<file path="src/design/lls_pkg.sv">
// lls_pkg: constants and types for the led/lcd scan control block.
// assumes a single mclk domain; registers reached over a plain strobe port.
package lls_pkg;
  localparam logic [7:0] LLS_ADDR_CTRL = 8'hB1;
  localparam logic [7:0] LLS_ADDR_CTRL2 = 8'hB2;
  // display_control fields
  localparam int LLS_ENABLE_BIT = 7;
  localparam int LLS_DUTY_LSB = 4;
  localparam int LLS_BSTYLE_BIT = 3;
  localparam int LLS_BLEVEL_LSB = 0;
  // display_control_two fields
  localparam int LLS_DIV_LSB = 5;
  localparam int LLS_FUNC_BIT = 4;
  localparam int LLS_STYLE_LSB = 0;
  localparam logic [7:0] LLS_CTRL_RESET = 8'h07;
  localparam logic [7:0] LLS_CTRL2_RESET = 8'h00;
  localparam logic [7:0] LLS_CTRL2_MASK = 8'h73;
  localparam logic [1:0] LLS_STYLE_MATRIX = 2'h0;
  localparam logic [1:0] LLS_STYLE_DOT = 2'h2;
  localparam int LLS_DIV_MAX = 64;
  // prescaler terminal counts, one less than the divide ratio
  localparam logic [5:0] LLS_DIV_LAST_64 = 6'h3F;
  localparam logic [5:0] LLS_DIV_LAST_32 = 6'h1F;
  localparam logic [5:0] LLS_DIV_LAST_16 = 6'h0F;
  localparam logic [5:0] LLS_DIV_LAST_8 = 6'h07;
  localparam int LLS_NUM_LINES = 8;

  typedef struct packed {
    logic enable;
    logic [2:0] duty;
    logic bstyle;
    logic [2:0] level;
  } lls_ctrl_t;

  typedef struct packed {
    logic rsv7;
    logic [1:0] div;
    logic led;
    logic [1:0] rsv3;
    logic [1:0] style;
  } lls_ctrl2_t;
endpackage : lls_pkg

</file>
<file path="src/design/lls_scan_ctrl.sv">
// lls_scan_ctrl: register pair, fast-rc-paced prescaler and common line scan.
// assumes fast_rc_clock arrives as an asynchronous level; synchronised before use.
//
// Operation
// - enable bit zero keeps whole driver idle
// - function bit selects lcd or led operation
// - style code selects matrix or dot-matrix scan
// - matrix duty codes give two to eight commons
// - brightness style bit picks uniform or enhanced
// - brightness level zero darkest, seven brightest
// - scan clock is fast rc divided 64/32/16/8
`timescale 1ns/1ps
`default_nettype none
module lls_scan_ctrl
  import lls_pkg::*;
#(
  parameter int NUM_LINES = LLS_NUM_LINES
) (
  input wire logic mclk,
  input wire logic sys_rst,
  input wire logic [7:0] addr,
  input wire logic [7:0] wdata,
  input wire logic wr_stb,
  input wire logic rd_stb,
  output logic [7:0] rdata,
  input wire logic fast_rc_clock,
  output logic [NUM_LINES-1:0] common_line,
  output logic [NUM_LINES-1:0] dot_matrix_line,
  output logic lcd_active,
  output logic [2:0] brightness_level,
  output logic brightness_style,
  output logic scan_tick
);
  ////////////////////////////////////////////////////////////////////////
  lls_ctrl_t ctrl_reg, ctrl_next;
  lls_ctrl2_t ctrl2_reg, ctrl2_next;
  logic [7:0] rdata_reg, rdata_next;

  always_comb begin
    ctrl_next = ctrl_reg;
    ctrl2_next = ctrl2_reg;
    rdata_next = 8'h00;
    if (wr_stb && addr == LLS_ADDR_CTRL) begin
      ctrl_next = lls_ctrl_t'(wdata);
    end
    if (wr_stb && addr == LLS_ADDR_CTRL2) begin
      ctrl2_next = lls_ctrl2_t'(wdata & LLS_CTRL2_MASK);
    end
    if (rd_stb) begin
      case (addr)
        LLS_ADDR_CTRL: rdata_next = ctrl_reg;
        LLS_ADDR_CTRL2: rdata_next = ctrl2_reg;
        default: rdata_next = 8'h00;
      endcase
    end
  end

  always_ff @(posedge mclk) begin
    if (sys_rst) begin
      ctrl_reg <= lls_ctrl_t'(LLS_CTRL_RESET);
      ctrl2_reg <= lls_ctrl2_t'(LLS_CTRL2_RESET);
      rdata_reg <= 8'h00;
    end else begin
      ctrl_reg <= ctrl_next;
      ctrl2_reg <= ctrl2_next;
      rdata_reg <= rdata_next;
    end
  end
  assign rdata = rdata_reg;

  ////////////////////////////////////////////////////////////////////////
  // fast rc edge detection: two flops, then an edge flop
  logic frc_s1_reg, frc_s2_reg, frc_s3_reg;
  always_ff @(posedge mclk) begin
    if (sys_rst) begin
      frc_s1_reg <= 1'b0;
      frc_s2_reg <= 1'b0;
      frc_s3_reg <= 1'b0;
    end else begin
      frc_s1_reg <= fast_rc_clock;
      frc_s2_reg <= frc_s1_reg;
      frc_s3_reg <= frc_s2_reg;
    end
  end
  logic frc_rise;
  assign frc_rise = frc_s2_reg & ~frc_s3_reg;

  ////////////////////////////////////////////////////////////////////////
  logic led_run;
  logic [1:0] style;
  logic [3:0] line_count;
  assign style = ctrl2_reg.style;
  // reserved style codes leave the scan stopped
  assign led_run = ctrl_reg.enable && ctrl2_reg.led
    && (style == LLS_STYLE_MATRIX || style == LLS_STYLE_DOT);

  always_comb begin
    line_count = 4'h8;
    if (style == LLS_STYLE_MATRIX) begin
      case (ctrl_reg.duty)
        3'h7: line_count = 4'h8;
        default: line_count = 4'(ctrl_reg.duty) + 4'h2;
      endcase
    end else begin
      case (ctrl_reg.duty)
        3'h0: line_count = 4'h5;
        3'h1: line_count = 4'h6;
        3'h2: line_count = 4'h7;
        3'h3: line_count = 4'h7;
        default: line_count = 4'h8;
      endcase
    end
  end

  logic [5:0] div_last;
  always_comb begin
    case (ctrl2_reg.div)
      2'h0: div_last = LLS_DIV_LAST_64;
      2'h1: div_last = LLS_DIV_LAST_32;
      2'h2: div_last = LLS_DIV_LAST_16;
      default: div_last = LLS_DIV_LAST_8;
    endcase
  end

  logic [5:0] pre_reg, pre_next;
  logic [3:0] line_reg, line_next;
  logic tick_reg, tick_next;
  always_comb begin
    pre_next = pre_reg;
    line_next = line_reg;
    tick_next = 1'b0;
    if (!led_run) begin
      pre_next = 6'h00;
      line_next = 4'h0;
    end else if (line_reg >= line_count || pre_reg > div_last) begin
      // a shrunk duty or divider restarts the slot instead of overrunning it
      pre_next = 6'h00;
      if (line_reg >= line_count) begin
        line_next = 4'h0;
      end
    end else if (frc_rise) begin
      if (pre_reg >= div_last) begin
        pre_next = 6'h00;
        tick_next = 1'b1;
        line_next = (line_reg + 4'h1 >= line_count) ? 4'h0 : line_reg + 4'h1;
      end else begin
        pre_next = pre_reg + 6'h01;
      end
    end
  end

  // one-hot line drive; the selected pin set depends on scan style
  logic [NUM_LINES-1:0] com_reg, com_next, dot_reg, dot_next;
  always_comb begin
    com_next = '0;
    dot_next = '0;
    if (led_run && style == LLS_STYLE_MATRIX && line_reg < line_count) begin
      com_next[line_reg[2:0]] = 1'b1;
    end
    if (led_run && style == LLS_STYLE_DOT && line_reg < line_count) begin
      dot_next[line_reg[2:0]] = 1'b1;
    end
  end

  logic lcd_reg, lcd_next;
  logic [2:0] lvl_reg;
  logic bsty_reg;
  assign lcd_next = ctrl_reg.enable && !ctrl2_reg.led;

  always_ff @(posedge mclk) begin
    if (sys_rst) begin
      pre_reg <= 6'h00;
      line_reg <= 4'h0;
      tick_reg <= 1'b0;
      com_reg <= '0;
      dot_reg <= '0;
      lcd_reg <= 1'b0;
      lvl_reg <= 3'h0;
      bsty_reg <= 1'b0;
    end else begin
      pre_reg <= pre_next;
      line_reg <= line_next;
      tick_reg <= tick_next;
      com_reg <= com_next;
      dot_reg <= dot_next;
      lcd_reg <= lcd_next;
      lvl_reg <= ctrl_reg.enable ? ctrl_reg.level : 3'h0;
      bsty_reg <= ctrl_reg.enable & ctrl_reg.bstyle;
    end
  end
  assign common_line = com_reg;
  assign dot_matrix_line = dot_reg;
  assign lcd_active = lcd_reg;
  assign brightness_level = lvl_reg;
  assign brightness_style = bsty_reg;
  assign scan_tick = tick_reg;

  ////////////////////////////////////////////////////////////////////////
  property p_idle_when_off;
    @(posedge mclk) disable iff (sys_rst)
      !ctrl_reg.enable |=> (common_line == '0 && dot_matrix_line == '0 && !lcd_active);
  endproperty
  a_idle_when_off: assert property (p_idle_when_off) else $error("driver active while off");

  property p_lcd_mode;
    @(posedge mclk) disable iff (sys_rst)
      (ctrl_reg.enable && !ctrl2_reg.led) |=> (lcd_active && common_line == '0);
  endproperty
  a_lcd_mode: assert property (p_lcd_mode) else $error("lcd mode not honoured");

  property p_reserved_style;
    @(posedge mclk) disable iff (sys_rst)
      (style == 2'h1 || style == 2'h3) |=> (common_line == '0 && dot_matrix_line == '0);
  endproperty
  a_reserved_style: assert property (p_reserved_style) else $error("reserved style scans");

  property p_matrix_bound;
    @(posedge mclk) disable iff (sys_rst)
      led_run && $stable(ctrl_reg.duty) && $stable(style) |-> line_reg < line_count;
  endproperty
  a_matrix_bound: assert property (p_matrix_bound) else $error("line beyond duty");

  property p_style_out;
    @(posedge mclk) disable iff (sys_rst)
      ctrl_reg.enable |=> brightness_style == $past(ctrl_reg.bstyle);
  endproperty
  a_style_out: assert property (p_style_out) else $error("style mismatch");

  property p_level_out;
    @(posedge mclk) disable iff (sys_rst)
      ctrl_reg.enable |=> brightness_level == $past(ctrl_reg.level);
  endproperty
  a_level_out: assert property (p_level_out) else $error("level mismatch");

  property p_div_bound;
    @(posedge mclk) disable iff (sys_rst)
      led_run && $stable(ctrl2_reg.div) |-> pre_reg <= div_last;
  endproperty
  a_div_bound: assert property (p_div_bound) else $error("prescaler overran");

  property p_wrap;
    @(posedge mclk) disable iff (sys_rst)
      (led_run && frc_rise && pre_reg >= div_last && line_reg + 4'h1 >= line_count)
        |=> line_reg == 4'h0;
  endproperty
  a_wrap: assert property (p_wrap) else $error("scan did not wrap");
endmodule : lls_scan_ctrl
`default_nettype wire

</file>
<file path="config.mk">
export PLATFORM = sky130hd
export DESIGN_NAME = lls_scan_ctrl
export DESIGN_NICKNAME = d
export VERILOG_FILES = /design/src/design/lls_pkg.sv /design/src/design/lls_scan_ctrl.sv
export SDC_FILE = /design/constraint.sdc
export NUM_CORES = 1
export LEC_CHECK = 0
export ABC_CLOCK_PERIOD_IN_PS = 6100
export BUFFER_PORTS_ARGS = -buffer_cell sky130_fd_sc_hd__buf_2
export CAP_MARGIN = 0
export CORE_MARGIN = 2
export CORE_UTILIZATION = 57
export CTS_CLUSTER_DIAMETER = 150
export DETAILED_ROUTE_END_ITERATION = 8
export PLACE_DENSITY = 0.9
export REMOVE_ABC_BUFFERS = 1
export SETUP_SLACK_MARGIN = 0.5
export SLEW_MARGIN = 15
export SYNTH_ARGS = -nofsm -noshare
export SYNTH_HDL_FRONTEND = slang
export SYNTH_SLANG_ARGS = --single-unit
</file>
<file path="constraint.sdc">
create_clock -name mclk -period 6.1 [get_ports mclk]
set_clock_uncertainty 0.15 [all_clocks]
set_input_delay 1.22 -clock mclk [delete_from_list [all_inputs] [get_ports mclk]]
set_output_delay 1.22 -clock mclk [all_outputs]
set_load 0.01 [all_outputs]
</file>
==> results.ini <==
[status]
status=finished clean

[synthesis]
avgSynthCellArea_um2=9.817
synth_top_flop_cell=dfxtp_1
yosysTopAreaCell=dfxtp_1
synth_edf_count=0
synth-seq-cells=56
ys_types=44
syn-instance-count=240
synth_most_common_cell=dfxtp_1
yosysWarnings=0
synth_top_cells_by_count=dfxtp_1, nor2_1, ha_1, mux2i_1, nand2_1
synth_area_um2=2356
async_flop_share=0
ys_seq_area_frac=0.4758
netlist.area_leader.share=0.4758
synth_area_leaders=dfxtp_1, ha_1, nor2_1, mux2i_1, and2_1

[worst_setup_path]
endpoint_kind=register
crit_path_start_kind=register
critPathKind=register to register
worstPathArrival_ns=2.88
crit_required_ns=6.20
rrSetupSlack_ns=3.33
critPathMaxFanout=7

[die]
die_w_um=68.29
core_um2=4000
initial_utilization=0.5890
rows=23
ios=51
die_h_um=68.29
fp.dieArea_um2=4664

[finish]
layout-drive-gt1-share=0.2397
design_area_um2=2753
layout.nets=327
finalNonFillerCells=342
area_growth_pct=16.83
num_antenna_cells=0

[cts]
cts_max_level=2
post_cts_buffers=0
clkSinkCount=56
cts_buffers=5
post_cts_resized=0
clockBufferDepth=2
root_buffer=clkbuf_8
insertion_delay_ns=0.31
cts.clk_slew.worst_paths_ns=0.10
cts_hold_buf=0
cts_tree=done

[power]
power_frac_clock=0.392
p_seq_frac=0.583
power_density_nw_per_um2=228.5
p_int_mw=0.4975
p_leak_nw=1.286
power.share.combinational=0.025
power.net_switching_mw=0.1314
power_switching_share=0.2089
peakVddDrop_mv=0.3079

[place]
portBuffers=50
hpwlAfterDp_um=3362
dp_slack_ns=3.233
place_inst=334
dpl-instance-area_um2=2636
gp_congestion=0.8311

[job]
cap_violations=0

[global_routing]
grt_pass1_vias=1695
grt_first_pass_wirelength_um=7645
grt.total_usage=0.2214
antenna_found_initial=0
grt.overflow.total=0
grt_max_degree=20

[sta]
setup-tns-final_ns=0
period_minus_slack_ns=2.773
rsz0062_at_grt=no
finalCritPeriodShare=0.4547
setup_slack_ns=3.327
fmax_mhz=360.6
finalMaxSlewViolations=0
relSlewSlack=0.6618
setup_viol=0
hold_viol_final=0
tightest_slew_ns=0.5058

[detailed_routing]
ant_nets=0
drt-wirelength-per-cell_um=13.73
drt-total-wl_um=4696
drc=0
first_pass_iters=6
viasPerCell=5.363
route.vias.total=1834
drt_iter0_markers=117

[min_path]
min_path_type=register to register

[cell families (layout without fill, tap and decap cells)]
logic type | Yosys count | count (layout) | synth area share
AO/OA/AOI/OAI | 28 | 28 | 0.09134
XOR/XNOR | 7 | 7 | 0.02602
adder cells (fa/ha/maj) | 15 | 15 | 0.07966
buffers and inverters | 15 | 67 | 0.02815
flip-flops | 56 | 56 | 0.4758
multiplexers | 11 | 11 | 0.04674
AND/OR/NAND/NOR | 108 | 108 | 0.2523
[power groups by stage]
stage / logic (mW) / registers, mW / clock network, mW
2_1_floorplan: 0.00533 / 0.375 / 0
3_3_place_gp: 0.0145 / 0.375 / 0
3_5_place_dp: 0.0149 / 0.375 / 0
4_1_cts: 0.0155 / 0.367 / 0.248
5_1_grt: 0.0169 / 0.367 / 0.262
6_report: 0.0156 / 0.367 / 0.247
[area by class of cell]
class | instances | area (um2)
well taps | 50 | 62.56
flip-flops and latches | 56 | 1121
clock buffers | 5 | 68.82
fillers | 301 | 1247
clock inverters | 3 | 47.55
inverters | 9 | 33.78
multi-input cells | 169 | 1169
repair buffers | 50 | 250.2
[layout by cell type, fill, tap and decap left out, types with 2 or more instances in the layout]
cell,n
dfxtp_1,56
buf_2,50
nor2_1,44
ha_1,15
nand2_1,11
mux2i_1,11
inv_1,9
and2_1,8
a22oi_1,6
nor3_1,6
nor2b_1,6
clkbuf_8,5
nand3_1,4
nand3b_1,4
xor2_1,4
nand4b_1,4
a211o_1,4
xnor2_1,3
o21a_1,3
nand4_1,3
nand2b_1,3
a21oi_1,3
o21ai_1,3
nor3_2,3
o21ai_0,2
a31oi_1,2
clkinv_4,2
[path summary, 6_finish.rpt]
check / depth (start not counted) / endpoint / from
worst min-delay path: 1 / frc_s2_reg$_SDFF_PP0_ / frc_s1_reg$_SDFF_PP0_
worst min register to register: 1 / frc_s2_reg$_SDFF_PP0_ / frc_s1_reg$_SDFF_PP0_
worst max-delay path: 9 / line_reg[0]$_SDFFE_PP0P_ / style[0]$_SDFFE_PP0P_
worst max register to register: 9 / line_reg[0]$_SDFFE_PP0P_ / style[0]$_SDFFE_PP0P_
[per-stage QoR]
stage	hold WS (ns)	total power, mW	utilization
floorplan	0.2609	0.3804	-
finish	0.2932	0.6289	0.6881
global route	0.3270	0.6458	0.6881
global placement	0.2681	0.3897	0.6591
detailed placement	0.2730	0.3901	0.6591
CTS	0.2985	0.6307	0.6881
[worst max-delay path: stages, from the launching register on]
cell and delay, ns:
dfxtp_1 0.50, nor2_4 0.10, o21a_1 0.17, o21ai_0 0.36
ha_1 0.24, nand2_1 0.07, a211o_1 0.33, a2111oi_4 0.51
nand3_1 0.13, a21oi_1 0.15
[layer usage]
layer	wire [um]	vias to the layer above	GRT usage	share of wire
met4	106	0	0.09750	0.023
met2	2310	49	0.3556	0.49
met5	0	-	0	0
met3	233	13	0.05428	0.050
met1	2046	852	0.2809	0.44
li1	-	920	-	-
Note: power is estimated with default switching activity, not from simulation.
